--- src/hdl/dpra_defines.vh ---
`ifndef DPRA_DEFINES_VH
`define DPRA_DEFINES_VH
// Function
// - bits 2:1 rank reference, 00 highest
// - bit 0 allows loop to use reference
// - 17-bit bandwidth, 0.1 Hz per count
// - byte three bit 1 picks filter margin
// - 18-bit integer divider holds ratio minus one
// - 24-bit numerator, low byte first
// - zero modulus bypasses fractional divider
// - every writable field resets to zero, applied ratio to one

// ---------------------------------------------------------------
// register indices (byte address is four times the index)
// ---------------------------------------------------------------
`define DPRA_IDX_W 11
`define DPRA_IDX_PRIO 11'h440
`define DPRA_IDX_BW_LO 11'h441
`define DPRA_IDX_BW_MID 11'h442
`define DPRA_IDX_BW_HI 11'h443
`define DPRA_IDX_INT_LO 11'h444
`define DPRA_IDX_INT_MID 11'h445
`define DPRA_IDX_INT_HI 11'h446
`define DPRA_IDX_NUM_LO 11'h447
`define DPRA_IDX_NUM_MID 11'h448
`define DPRA_IDX_NUM_HI 11'h449
`define DPRA_IDX_MOD_LO 11'h44A
`define DPRA_IDX_MOD_MID 11'h44B
`define DPRA_IDX_MOD_HI 11'h44C
`define DPRA_IDX_STATUS 11'h44D
`define DPRA_IDX_RATIO_LO 11'h44E
`define DPRA_IDX_RATIO_MID 11'h44F
`define DPRA_IDX_RATIO_HI 11'h450

// ---------------------------------------------------------------
// field positions
// ---------------------------------------------------------------
`define DPRA_EN_BIT 0
`define DPRA_PRIO_LSB 1
`define DPRA_PRIO_MSB 2
`define DPRA_BW16_BIT 0
`define DPRA_FILT_BIT 1
`define DPRA_ST_FRAC_BIT 0
`define DPRA_ST_GRANT_BIT 1
`define DPRA_ST_BWZERO_BIT 2
`define DPRA_ST_IMPROPER_BIT 3

// ---------------------------------------------------------------
// reset values
// ---------------------------------------------------------------
`define DPRA_RST_EN 1'h0
`define DPRA_RST_PRIO 2'h0
`define DPRA_RST_BW 17'h00000
`define DPRA_RST_FILT 1'h0
`define DPRA_RST_INT 18'h00000
`define DPRA_RST_NUM 24'h000000
`define DPRA_RST_MOD 24'h000000
`define DPRA_RST_RATIO 19'h00001

`endif

--- src/hdl/dpra_ratio.v ---
// ---------------------------------------------------------------
// feedback ratio arithmetic
// ---------------------------------------------------------------
module dpra_ratio (
    input wire [17:0] int_field, // stored divider, ratio minus one
    input wire [23:0] numerator, // fractional numerator
    input wire [23:0] modulus, // fractional modulus
    output wire [18:0] ratio_int, // integer part of ratio
    output wire frac_on, // fractional path active
    output wire [23:0] numerator_eff, // numerator as applied
    output wire improper // numerator not below modulus
);

    // integer ratio is the field plus one
    // ratio plus one
    assign ratio_int = {1'b0, int_field} + 19'h00001;

    // zero modulus switches the fraction out
    // modulus zero bypass
    assign frac_on = (modulus != 24'h000000);

    // numerator only contributes while fraction active
    // fraction term
    assign numerator_eff = frac_on ? numerator : 24'h000000;

    // flag for a fraction of one or more
    assign improper = frac_on && (numerator >= modulus);

endmodule // dpra_ratio

--- src/hdl/dpra_regs.v ---
`include "dpra_defines.vh"

module dpra_regs (
    input wire pclk, // apb clock, 20 MHz
    input wire presetn, // async reset, active low
    input wire psel, // apb select
    input wire penable, // apb access phase
    input wire pwrite, // apb direction, high writes
    input wire [12:0] paddr, // apb byte address
    input wire [31:0] pwdata, // apb write data
    input wire [3:0] pstrb, // apb byte strobes
    output wire [31:0] prdata, // apb read data
    output wire pready, // apb ready
    output wire pslverr, // apb error on unmapped access
    input wire ref_a_candidate, // loop selector wants reference A
    output wire ref_a_grant, // reference A may be used now
    output wire ref_a_enable, // reference A eligible
    output wire [1:0] ref_a_priority, // reference A rank
    output wire [16:0] loop_bandwidth, // bandwidth in 0.1 Hz steps
    output wire high_margin_filter, // high phase margin filter
    output wire [17:0] integer_feedback_divider, // stored ratio minus one
    output wire [18:0] feedback_ratio_int, // integer ratio applied
    output wire [23:0] fractional_numerator, // numerator as applied
    output wire [23:0] fractional_modulus, // stored modulus
    output wire fractional_enable // fractional divider in use
);

    // ---------------------------------------------------------------
    // storage
    // ---------------------------------------------------------------
    reg en_ff;
    reg [1:0] prio_ff;
    reg [16:0] bw_ff;
    reg filt_ff;
    reg [17:0] int_ff;
    reg [23:0] num_ff;
    reg [23:0] mod_ff;
    reg [18:0] ratio_ff;
    reg frac_ff;
    reg [23:0] num_eff_ff;
    reg improper_ff;
    reg grant_ff;
    reg [31:0] prdata_ff;
    reg pready_ff;
    reg pslverr_ff;

    reg nxt_en;
    reg [1:0] nxt_prio;
    reg [16:0] nxt_bw;
    reg nxt_filt;
    reg [17:0] nxt_int;
    reg [23:0] nxt_num;
    reg [23:0] nxt_mod;

    wire [18:0] calc_ratio;
    wire calc_frac;
    wire [23:0] calc_num_eff;
    wire calc_improper;

    // ---------------------------------------------------------------
    // bus decode
    // ---------------------------------------------------------------
    wire [`DPRA_IDX_W-1:0] idx;
    wire aligned;
    wire setup_phase;
    wire wr_take;
    wire [7:0] wbyte;

    assign idx = paddr[12:2];
    assign aligned = (paddr[1:0] == 2'h0);
    assign setup_phase = psel && !penable;
    // write lands only at the edge where ready is sampled high
    assign wr_take = psel && penable && pready_ff && pwrite && !pslverr_ff && pstrb[0];
    assign wbyte = pwdata[7:0];

    // true for any index this block answers
    function mapped;
        input [`DPRA_IDX_W-1:0] i;
        begin
            mapped = (i >= `DPRA_IDX_PRIO) && (i <= `DPRA_IDX_RATIO_HI);
        end
    endfunction

    // true for the read-only indices
    function read_only;
        input [`DPRA_IDX_W-1:0] i;
        begin
            read_only = (i >= `DPRA_IDX_STATUS) && (i <= `DPRA_IDX_RATIO_HI);
        end
    endfunction

    // ---------------------------------------------------------------
    // status byte, read-only view of derived state
    // ---------------------------------------------------------------
    wire [7:0] status_byte;
    wire bw_zero;

    // flags a bandwidth equal to zero, its reset value
    assign bw_zero = (bw_ff == `DPRA_RST_BW);
    assign status_byte[`DPRA_ST_FRAC_BIT] = frac_ff;
    assign status_byte[`DPRA_ST_GRANT_BIT] = grant_ff;
    assign status_byte[`DPRA_ST_BWZERO_BIT] = bw_zero;
    assign status_byte[`DPRA_ST_IMPROPER_BIT] = improper_ff;
    assign status_byte[7:4] = 4'h0;

    // byte view of every register, reserved bits zero
    function [7:0] rd_byte;
        input [`DPRA_IDX_W-1:0] i;
        begin
            case (i)
                `DPRA_IDX_PRIO: rd_byte = {5'h00, prio_ff, en_ff};
                `DPRA_IDX_BW_LO: rd_byte = bw_ff[7:0];
                `DPRA_IDX_BW_MID: rd_byte = bw_ff[15:8];
                `DPRA_IDX_BW_HI: rd_byte = {6'h00, filt_ff, bw_ff[16]};
                `DPRA_IDX_INT_LO: rd_byte = int_ff[7:0];
                `DPRA_IDX_INT_MID: rd_byte = int_ff[15:8];
                `DPRA_IDX_INT_HI: rd_byte = {6'h00, int_ff[17:16]};
                `DPRA_IDX_NUM_LO: rd_byte = num_ff[7:0];
                `DPRA_IDX_NUM_MID: rd_byte = num_ff[15:8];
                `DPRA_IDX_NUM_HI: rd_byte = num_ff[23:16];
                `DPRA_IDX_MOD_LO: rd_byte = mod_ff[7:0];
                `DPRA_IDX_MOD_MID: rd_byte = mod_ff[15:8];
                `DPRA_IDX_MOD_HI: rd_byte = mod_ff[23:16];
                `DPRA_IDX_STATUS: rd_byte = status_byte;
                `DPRA_IDX_RATIO_LO: rd_byte = ratio_ff[7:0];
                `DPRA_IDX_RATIO_MID: rd_byte = ratio_ff[15:8];
                `DPRA_IDX_RATIO_HI: rd_byte = {5'h00, ratio_ff[18:16]};
                default: rd_byte = 8'h00;
            endcase
        end
    endfunction

    // ---------------------------------------------------------------
    // apb answer: one access cycle, no wait states
    // ---------------------------------------------------------------
    always @(posedge pclk or negedge presetn) begin
        if (!presetn) begin
            prdata_ff <= 32'h00000000;
            pready_ff <= 1'b0;
            pslverr_ff <= 1'b0;
        end else begin
            pready_ff <= setup_phase;
            if (setup_phase) begin
                pslverr_ff <= !aligned || !mapped(idx) || (pwrite && read_only(idx));
                prdata_ff <= (!pwrite && aligned) ? {24'h000000, rd_byte(idx)} : 32'h00000000;
            end else if (penable && pready_ff) begin
                pslverr_ff <= 1'b0;
            end
        end
    end

    // ---------------------------------------------------------------
    // register write decode
    // ---------------------------------------------------------------
    always @* begin
        nxt_en = en_ff;
        nxt_prio = prio_ff;
        nxt_bw = bw_ff;
        nxt_filt = filt_ff;
        nxt_int = int_ff;
        nxt_num = num_ff;
        nxt_mod = mod_ff;
        if (wr_take) begin
            case (idx)
                `DPRA_IDX_PRIO: begin
                    nxt_en = wbyte[`DPRA_EN_BIT];
                    nxt_prio = wbyte[`DPRA_PRIO_MSB:`DPRA_PRIO_LSB];
                end
                `DPRA_IDX_BW_LO: begin
                    nxt_bw[7:0] = wbyte;
                end
                `DPRA_IDX_BW_MID: begin
                    nxt_bw[15:8] = wbyte;
                end
                `DPRA_IDX_BW_HI: begin
                    nxt_bw[16] = wbyte[`DPRA_BW16_BIT];
                    nxt_filt = wbyte[`DPRA_FILT_BIT];
                end
                `DPRA_IDX_INT_LO: begin
                    nxt_int[7:0] = wbyte;
                end
                `DPRA_IDX_INT_MID: begin
                    nxt_int[15:8] = wbyte;
                end
                `DPRA_IDX_INT_HI: begin
                    nxt_int[17:16] = wbyte[1:0];
                end
                `DPRA_IDX_NUM_LO: begin
                    nxt_num[7:0] = wbyte;
                end
                `DPRA_IDX_NUM_MID: begin
                    nxt_num[15:8] = wbyte;
                end
                `DPRA_IDX_NUM_HI: begin
                    nxt_num[23:16] = wbyte;
                end
                `DPRA_IDX_MOD_LO: begin
                    nxt_mod[7:0] = wbyte;
                end
                `DPRA_IDX_MOD_MID: begin
                    nxt_mod[15:8] = wbyte;
                end
                `DPRA_IDX_MOD_HI: begin
                    nxt_mod[23:16] = wbyte;
                end
                default: begin
                    nxt_en = en_ff;
                end
            endcase
        end
    end

    // ---------------------------------------------------------------
    // configuration storage
    // ---------------------------------------------------------------
    // all fields clear
    always @(posedge pclk or negedge presetn) begin
        if (!presetn) begin
            en_ff <= `DPRA_RST_EN;
            prio_ff <= `DPRA_RST_PRIO;
            bw_ff <= `DPRA_RST_BW;
            filt_ff <= `DPRA_RST_FILT;
            int_ff <= `DPRA_RST_INT;
            num_ff <= `DPRA_RST_NUM;
            mod_ff <= `DPRA_RST_MOD;
        end else begin
            en_ff <= nxt_en;
            prio_ff <= nxt_prio;
            bw_ff <= nxt_bw;
            filt_ff <= nxt_filt;
            int_ff <= nxt_int;
            num_ff <= nxt_num;
            mod_ff <= nxt_mod;
        end
    end

    // ---------------------------------------------------------------
    // applied ratio
    // ---------------------------------------------------------------
    dpra_ratio u_ratio (
        .int_field(int_ff),
        .numerator(num_ff),
        .modulus(mod_ff),
        .ratio_int(calc_ratio),
        .frac_on(calc_frac),
        .numerator_eff(calc_num_eff),
        .improper(calc_improper)
    );

    // ratio terms registered one cycle behind the fields
    // applied ratio
    always @(posedge pclk or negedge presetn) begin
        if (!presetn) begin
            ratio_ff <= `DPRA_RST_RATIO;
            frac_ff <= 1'b0;
            num_eff_ff <= `DPRA_RST_NUM;
            improper_ff <= 1'b0;
        end else begin
            ratio_ff <= calc_ratio;
            frac_ff <= calc_frac;
            num_eff_ff <= calc_num_eff;
            improper_ff <= calc_improper;
        end
    end

    // ---------------------------------------------------------------
    // reference eligibility gate
    // ---------------------------------------------------------------
    // disabled never granted
    always @(posedge pclk or negedge presetn) begin
        if (!presetn) begin
            grant_ff <= 1'b0;
        end else begin
            grant_ff <= ref_a_candidate && nxt_en;
        end
    end

    // ---------------------------------------------------------------
    // outputs
    // ---------------------------------------------------------------
    assign prdata = prdata_ff;
    assign pready = pready_ff;
    assign pslverr = pslverr_ff;
    assign ref_a_grant = grant_ff;
    assign ref_a_enable = en_ff;
    assign ref_a_priority = prio_ff;
    assign loop_bandwidth = bw_ff;
    assign high_margin_filter = filt_ff;
    assign integer_feedback_divider = int_ff;
    assign feedback_ratio_int = ratio_ff;
    assign fractional_numerator = num_eff_ff;
    assign fractional_modulus = mod_ff;
    assign fractional_enable = frac_ff;

endmodule // dpra_regs

--- config.mk ---
export PLATFORM = sky130hd
export DESIGN_NAME = dpra_regs
export DESIGN_NICKNAME = d
export VERILOG_FILES = /design/src/hdl/dpra_ratio.v /design/src/hdl/dpra_regs.v
export VERILOG_INCLUDE_DIRS = /design/src /design/src/hdl
export SDC_FILE = /design/constraint.sdc
export NUM_CORES = 1
export LEC_CHECK = 0
export BUFFER_PORTS_ARGS = -buffer_cell sky130_fd_sc_hd__buf_2
export CAP_MARGIN = 20
export CORE_MARGIN = 2
export CORE_UTILIZATION = 50
export CTS_CLUSTER_SIZE = 25
export DETAILED_ROUTE_END_ITERATION = 8
export PLACE_DENSITY = 0.76
export SETUP_SLACK_MARGIN = 0.5
export SKIP_CTS_REPAIR_TIMING = 1
export SYNTH_ARGS = -nofsm -noshare
export SYNTH_HDL_FRONTEND = slang
export SYNTH_HIERARCHICAL = 1
export SYNTH_SLANG_ARGS = --single-unit
--- constraint.sdc ---
create_clock -name pclk -period 2.7 [get_ports pclk]
set_input_delay 0.27 -clock pclk [delete_from_list [all_inputs] [get_ports pclk]]
set_output_delay 0.27 -clock pclk [all_outputs]
set_load 0.02 [all_outputs]
* Word level (Yosys, flattened, before mapping) *
Cells that the tools add are included.
Widths: inputs -> output; s select.

storage, ports and cells
  bits in registers = 167
  word-level logic and storage cells = 89

operators by class
  add/sub/neg operators = 1
  $lt $le $gt $ge = 4
  eq/ne operators = 17
  multiplexer cells = 7
  reductions and logical operators = 37

operator list
  operator               number
  $eq 11x11->1 const B   17
  $pmux 8 s17            1
  $reduce_and 2->1       13
  $ge 24x24->1           1
  $mux 24                1
  $reduce_bool 24->1     1
  $ge 11x11->1 const B   2
  $add 18x1->19 const B  1
  $logic_not 17->1       1
  $logic_and 1x1->1      13
  $le 11x11->1 const B   1
  $mux 8                 1
  $logic_not 1->1        5
  $mux 1                 4
  $logic_not 2->1        1
  $logic_or 1x1->1       2
  $reduce_bool 2->1      1

* Logic depth before layout (Yosys ltp) *
Gate-level depths: netlist of the first run.

  depth in word-level cells = 7
  mapped depth = 8
  gate-level depth less buffers = 7

* Hierarchy *
The synthesis of the first run kept the hierarchy.

modules (own cells, without submodules)
  module      instances  cells each  area an instance (um^2)
  dpra_regs   1          510         6337.3
  dpra_ratio  1          166         1126.1

* Worst setup path after synthesis of the first run *
No wires, ideal clock.

  kind = input to register
  start = input port paddr[7]
  end = register mod_ff[10] (netlist: fractional_modulus[10])
  arrival = 2061 ps
  data required time = 2575 ps
  setup slack = 514 ps
  cell stages on the path = 4
  path through = or4_4 > or4_4 > nor3_4 > mux2_2

on the way
  word-level cells in the longest chain between the ends = 2

RTL lines
  what                               line             text
  start: declaration                 dpra_regs.v:9    input wire [12:0] paddr,
  $eq 11x11->1                       dpra_regs.v:164  case (idx)
  $reduce_and 2->1 (no source line)  --
  end signal: assignment             dpra_regs.v:225  mod_ff <= `DPRA_RST_MOD;
  end signal: assignment             dpra_regs.v:233  mod_ff <= nxt_mod;
  end: declaration                   dpra_regs.v:37   reg [23:0] mod_ff;

Every way passes these cells.
A chain may end at the register's enable or synchronous reset.

* Worst setup path after layout of the first run *
  start = register pslverr_ff (netlist: pslverr)
  end = register bw_ff[1] (netlist: loop_bandwidth[1])

on the way
  word-level cells in the longest chain between the ends = 4

RTL lines
  what                               line             text
  start: declaration                 dpra_regs.v:45   reg pslverr_ff;
  start signal: assignment           dpra_regs.v:144  pslverr_ff <= !aligned || !mapped(idx) || (pwrite && read_only(idx));
  $logic_not 1->1                    dpra_regs.v:73   assign wr_take = psel && penable && pready_ff && pwrite && !pslverr_ff && pstrb[0];
  $logic_and 1x1->1 (2 in series)    dpra_regs.v:73
  $reduce_and 2->1 (no source line)  --
  end signal: assignment             dpra_regs.v:221  bw_ff <= `DPRA_RST_BW;
  end signal: assignment             dpra_regs.v:229  bw_ff <= nxt_bw;
  end: declaration                   dpra_regs.v:33   reg [16:0] bw_ff;

Every way passes these cells.

==> results of run 1 <==
[Yosys cell counts (all sizes together), types with 2 or more instances]
library cell	number	area [sq um]
a211oi	4	30.03
a21o	4	30.03
a21oi	19	95.09
a221oi	3	26.28
a22o	2	17.52
a22oi	10	75.07
a31oi	5	31.28
a32oi	6	52.55
and2	5	31.28
and3	6	42.54
buf	37	237.7
clkbuf	20	75.07
dfrtp	142	3553
ha	25	312.8
inv	35	131.4
mux2	94	1059
mux2i	12	120.1
nand2	40	155.1
nand2b	5	31.28
nand3	28	150.1
nand3b	5	37.54
nand4	13	81.33
nand4b	2	17.52
nor2	26	110.1
nor2b	33	206.5
nor3	5	36.29
nor3b	3	22.52
nor4	14	102.6
nor4b	2	17.52
o211ai	2	15.01
o21ai	19	95.09
o221ai	2	17.52
o32ai	2	17.52
or2	2	15.02
or3	3	18.77
or3b	2	17.52
or4	3	30.03
or4b	2	20.02
xnor2	9	78.83
xor2	7	61.31
[registers in the layout, summed over array words and instances (netlist names), 2 cells and up]
register,cells
loop_bandwidth,17
ref_a_priority,2
integer_feedback_divider,18
fractional_modulus,24
prdata,8
feedback_ratio_int,19
fractional_numerator,24
num_ff,24
[cells by family (layout without fill, tap and decap cells)]
logic type | count (synthesis) | after routing | synth area share, %
flip-flops | 143 | 143 | 47.96
multiplexers | 107 | 107 | 16.09
other | 1 | 24 | 0.05025
AO/OA/AOI/OAI | 91 | 91 | 8.316
adder cells (fa/ha/maj) | 25 | 25 | 4.191
XOR/XNOR | 16 | 16 | 1.878
AND/OR/NAND/NOR | 201 | 201 | 15.56
buffers and inverters | 92 | 234 | 5.951
[layout make-up]
class                   count  area [sq um]  area share (%)
clock buffers              19         432.9           4.818
clock inverters            13         161.4           1.796
inverters                  35         131.4           1.462
multi-input cells         464          3526           39.24
flip-flops and latches    143          3580           39.84
well taps                 184         230.2           2.562
repair buffers            167         924.6           10.29
[metrics by stage]
stage | area, sq um | hold WS (ps) | instances | utilization, %
CTS | 8956 | -207.8 | 1023 | 61.62
global placement | 8362 | 251.2 | 991 | 57.53
global route | 8986 | 60.34 | 1025 | 61.83
finish | 8986 | 42.77 | 1025 | 61.83
floorplan | 7550 | -25.59 | 699 | -
detailed placement | 8362 | 248.7 | 991 | 57.53
[power by group]
group	total, uW	internal [uW]	leakage [uW]	switching (uW)
combinational	262	59.9	0.00237	202
clock	2360	1450	0.000292	909
sequential	2150	2150	0.00199	2.86
total	4780	3660	0.00466	1110
[routing by layer]
metal	track usage (%)	wire length (microns)	up-vias
li1	-	-	2691
met1	38.83	9593	3048
met2	46.43	11000	307
met3	4.970	1526	47
met4	12.99	782	0
met5	0	0	-
[worst paths after layout]
kind	end	start	depth (start not counted)	slack, ps
hold reg to reg	prdata[4]	prdata[4]	2	480
setup reg to reg	loop_bandwidth[1]	pslverr	5	560
min in group asynchronous	loop_bandwidth[11]	presetn	2	350
setup / recovery	loop_bandwidth[1]	pslverr	5	560
max in group asynchronous	fractional_modulus[19]	presetn	3	1620
hold / removal	pslverr	paddr[12]	2	40
==> flow_metrics.env, run 1 <==
export IMPL_ys_seq_area_share_pct=47.96
export IMPL_worst_setup_path_type="reg2reg"
export IMPL_insertion_delay_ps=430
export IMPL_final_cell_mix="144 x buf_2, 142 x dfrtp_1, 92 x mux2_2"
export IMPL_io_pin_count=197
export IMPL_ys_warn_count=6
export IMPL_grt_overflow_total=0
export IMPL_ys_types=71
export IMPL_start_kind="flop"
export IMPL_worstPathRequired_ps=3010
export IMPL_synthFlopType="dfrtp_1"
export IMPL_outcome="complete, no violations"
export IMPL_antenna_found_initial=0
export IMPL_drive_above_1_share_pct=36.62
export IMPL_p_per_area_nw_per_um2=531.4
export IMPL_rsz0062_at_grt="no"
export IMPL_slew_headroom_pct=49.70
export IMPL_mostFrequentLayoutCell="buf_2"
export IMPL_die_w_microns=126.2
export IMPL_grt_pass1_vias=5809
export IMPL_cpPeakStageDelay_ps=620
export IMPL_clock_sinks=143
export IMPL_fin_ws_ps=556.2
export IMPL_setup_violations=0
export IMPL_worst_pin_slew_ps=735.5
export IMPL_synth_edf_count=0
export IMPL_numCtsBuffers=17
export IMPL_dieHeight_microns=126.2
export IMPL_initial_core_util_pct=51.35
export IMPL_rows=44
export IMPL_globalRouteTotalUtil_pct=28.95
export IMPL_async_flop_share_pct=100.0
export IMPL_cts_tree="done"
export IMPL_path_delay_family="simple AND/OR/NAND/NOR gates"
export IMPL_hold_path_class="in2reg"
export IMPL_clock_skew_ps=8.448
export IMPL_coreArea_sq_um=14530
export IMPL_hold_viol=0
export IMPL_dieArea_sq_um=15920
export IMPL_ys_ff_latch=143
export IMPL_syn_inst=676
export IMPL_area_growth_pct=20.40
export IMPL_vias=6093
export IMPL_crit_arrival_ps=2450
export IMPL_maxCapViolations=0
export IMPL_cts_htree_levels=4
export IMPL_max_freq_ghz=0.4665
export IMPL_cts_root_buf="clkbuf_16"
export IMPL_drtPass1Iterations=7
export IMPL_routed_wl_mm=22.90
export IMPL_worst_setup_path_end_kind="flop"
export IMPL_routabilityCongestion=0.9687
export IMPL_slew_violations=0
export IMPL_fillerInstances=1242
export IMPL_pre_cts_slack_ps=237.6
export IMPL_peakVddDrop_uv=437.4
export IMPL_drc_errors=0
export IMPL_clk_path_buf_depth=2
export IMPL_io_buffer_count=145
export IMPL_clkTransAtPathRegs_ps=60
export IMPL_leakage_uw=0.004656
export IMPL_tns_ps=0
export IMPL_fin_crit_sh_pct=79.40
export IMPL_fin_nets=908
export IMPL_grt_first_pass_wirelength_mm=34.50
export IMPL_antenna_left=0
export IMPL_finalPower_uw=4775
export IMPL_cp_slowest_cell="or4_4"
export IMPL_grt_max_degree=71
export IMPL_finalCriticalPeriod_ps=2144
export IMPL_diodes=0
export IMPL_routed_via_density=5.944
export IMPL_synthesis_area_sq_um=7463
export IMPL_drtIter0Drc=508
export IMPL_wl_per_cell_microns=22.34
export IMPL_dp_final_hpwl_mm=16.70
export IMPL_critical_path_buf_inv_count=0
export IMPL_crit_fanout=8
export IMPL_syn_area_per_cell_sq_um=11.04
export IMPL_path_cells="nand2b_1, or4_4, nor2_2, nand2_2, mux2_1"
No activity file was read; power rests on OpenSTA's default activity.
==> inputs of run 2 (changes only) <==
==> constraint.sdc (replaced) <==
create_clock -name pclk -period 2.2 [get_ports pclk]
set_input_delay 0.22 -clock pclk [delete_from_list [all_inputs] [get_ports pclk]]
set_output_delay 0.22 -clock pclk [all_outputs]
set_load 0.02 [all_outputs]
==> flow_metrics.env, run 2 (synthesis gave the netlist of run 1 again) <==
export IMPL_rrSetupSlack_ps=290
export IMPL_cts_tree="done"
export IMPL_slew_violations=0
export IMPL_tns_ps=0
export IMPL_drive_above_1_share_pct=45.72
export IMPL_area_growth_pct=30.48
export IMPL_finalCriticalPeriod_ps=1914
export IMPL_slew_headroom_pct=57.57
export IMPL_io_pin_count=197
export IMPL_reg2reg_from="pslverr"
export IMPL_globalRouteTotalUtil_pct=29.42
export IMPL_routed_via_density=6.012
export IMPL_combinationalPowerShare_pct=5.8
export IMPL_pre_cts_slack_ps=-88.95
export IMPL_peakVddDrop_uv=608.9
export IMPL_max_freq_ghz=0.5223
export IMPL_leakage_uw=0.004982
export IMPL_timing_rr_end="integer_feedback_divider[16]"
export IMPL_hold_path_class="in2reg"
export IMPL_drc_errors=0
export IMPL_worstPathRequired_ps=2510
export IMPL_fin_ws_ps=285.6
export IMPL_fin_nets=944
export IMPL_holdPathEnd="ref_a_grant"
export IMPL_p_switching_uw=1358
export IMPL_crit_arrival_ps=2220
export IMPL_antenna_left=0
export IMPL_coreArea_sq_um=14530
export IMPL_clk_path_buf_depth=2
export IMPL_diodes=0
export IMPL_cts_root_buf="clkbuf_16"
export IMPL_io_buffer_count=145
export IMPL_p_clk_share_pct=51.9
export IMPL_netSwitchingFraction_pct=21.77
export IMPL_setup_violations=0
export IMPL_grt_first_pass_wirelength_mm=35.09
export IMPL_initial_core_util_pct=51.35
export IMPL_dieArea_sq_um=15920
export IMPL_die_w_microns=126.2
export IMPL_dp_final_hpwl_mm=16.72
export IMPL_clock_skew_ps=8.522
export IMPL_final_cell_mix="142 x buf_2, 126 x dfrtp_1, 82 x mux2_2"
export IMPL_clkTransAtPathRegs_ps=60
export IMPL_worst_setup_path_end_kind="flop"
export IMPL_r2r_cells=7
export IMPL_grt_pass1_vias=5964
export IMPL_cts_htree_levels=4
export IMPL_mostFrequentLayoutCell="buf_2"
export IMPL_p_per_area_nw_per_um2=640.5
export IMPL_worst_pin_slew_ps=627.6
export IMPL_wl_per_cell_microns=22.65
export IMPL_routabilityCongestion=1.030
export IMPL_hold_depth=2
export IMPL_grt_overflow_total=0
export IMPL_grt_max_degree=55
export IMPL_seq_power_share_pct=42.3
export IMPL_clock_sinks=143
export IMPL_maxCapViolations=0
export IMPL_p_int_uw=4880
export IMPL_insertion_delay_ps=430
export IMPL_hold_viol=0
export IMPL_crit_fanout=4
export IMPL_vias=6379
export IMPL_numCtsBuffers=17
export IMPL_hp_start="ref_a_candidate"
export IMPL_antenna_found_initial=0
export IMPL_outcome="complete, no violations"
export IMPL_fin_crit_sh_pct=87.02
export IMPL_routed_wl_mm=24.03
export IMPL_start_kind="flop"
export IMPL_drtIter0Drc=616
export IMPL_rsz0062_at_grt="yes"
export IMPL_worst_setup_path_type="reg2reg"
export IMPL_rows=44
export IMPL_dieHeight_microns=126.2
export IMPL_drtPass1Iterations=5
==> run 2: cell count changes in the layout (fill, tap and decap cells not counted), moves of 5 or more <==
cell | before | now
nand2_1 | 38 | 30
buf_6 | 1 | 6
mux2_4 | 0 | 12
nand2_4 | 0 | 6
o21ai_0 | 19 | 14
dfrtp_2 | 0 | 16
nor4_1 | 13 | 8
buf_4 | 19 | 49
mux2_2 | 92 | 82
dfrtp_1 | 142 | 126
==> run 2: layout make-up <==
class,instances,area (sq um)
Inverter,35,131.4
Timing Repair Buffer,203,1229
Clock buffer,21,450.4
Tap cell,184,230.2
Clock inverter,11,212.7
Fill cell,1132,4796
Multi-Input combinational cell,464,3885
Sequential cell,143,3600
==> run 2: worst max-delay path by stage <==
stage                        start                            to  slack [ps]
after floorplan           paddr[7]        fractional_modulus[10]         130
after global placement    paddr[7]             loop_bandwidth[1]         -50
after detailed placement  paddr[7]             loop_bandwidth[1]         -90
after CTS                  pslverr             loop_bandwidth[1]         120
after global routing        pready                     num_ff[0]         230
final                      pslverr  integer_feedback_divider[16]         290
==> run 2: per-layer routing <==
metal | up-vias | routed length, microns | track usage, %
met1 | 3234 | 9756 | 40.20
met4 | 0 | 658 | 11.25
met3 | 48 | 1965 | 7.137
li1 | 2758 | - | -
met2 | 339 | 11650 | 45.70
met5 | - | 0 | 0
==> run 2: power by group through the flow <==
| stage | registers [uW] | clock network (uW) | logic [uW] |
|---|---|---|---|
| 2_1_floorplan | 2690 | 0 | 189 |
| 3_3_place_gp | 2690 | 0 | 329 |
| 3_5_place_dp | 2690 | 0 | 333 |
| 4_1_cts | 2640 | 3270 | 335 |
| 5_1_grt | 2640 | 3400 | 384 |
| 6_report | 2640 | 3240 | 360 |
==> run 2: per-stage QoR <==
step                      instance area [sq um]  util, %  hold WS (ps)  std cells  total power, uW
after floorplan                            7620        -        -75.59        699             2880
after global placement                     8547    58.81         207.1       1006             3015
after detailed placement                   8547    58.81         211.1       1006             3019
after CTS                                  9210    63.37        -249.6       1038             6248
after global routing                       9738    67.00         28.75       1061             6417
final                                      9738    67.00         45.14       1061             6237
==> run 2: worst max-delay path, cell delays in order (launching register included) <==
cell,delay (ps)
dfrtp_1,410
nand2b_4,160
buf_4,140
nor4_4,330
and2_4,230
buf_6,130
nand2_2,80
mux2_4,330
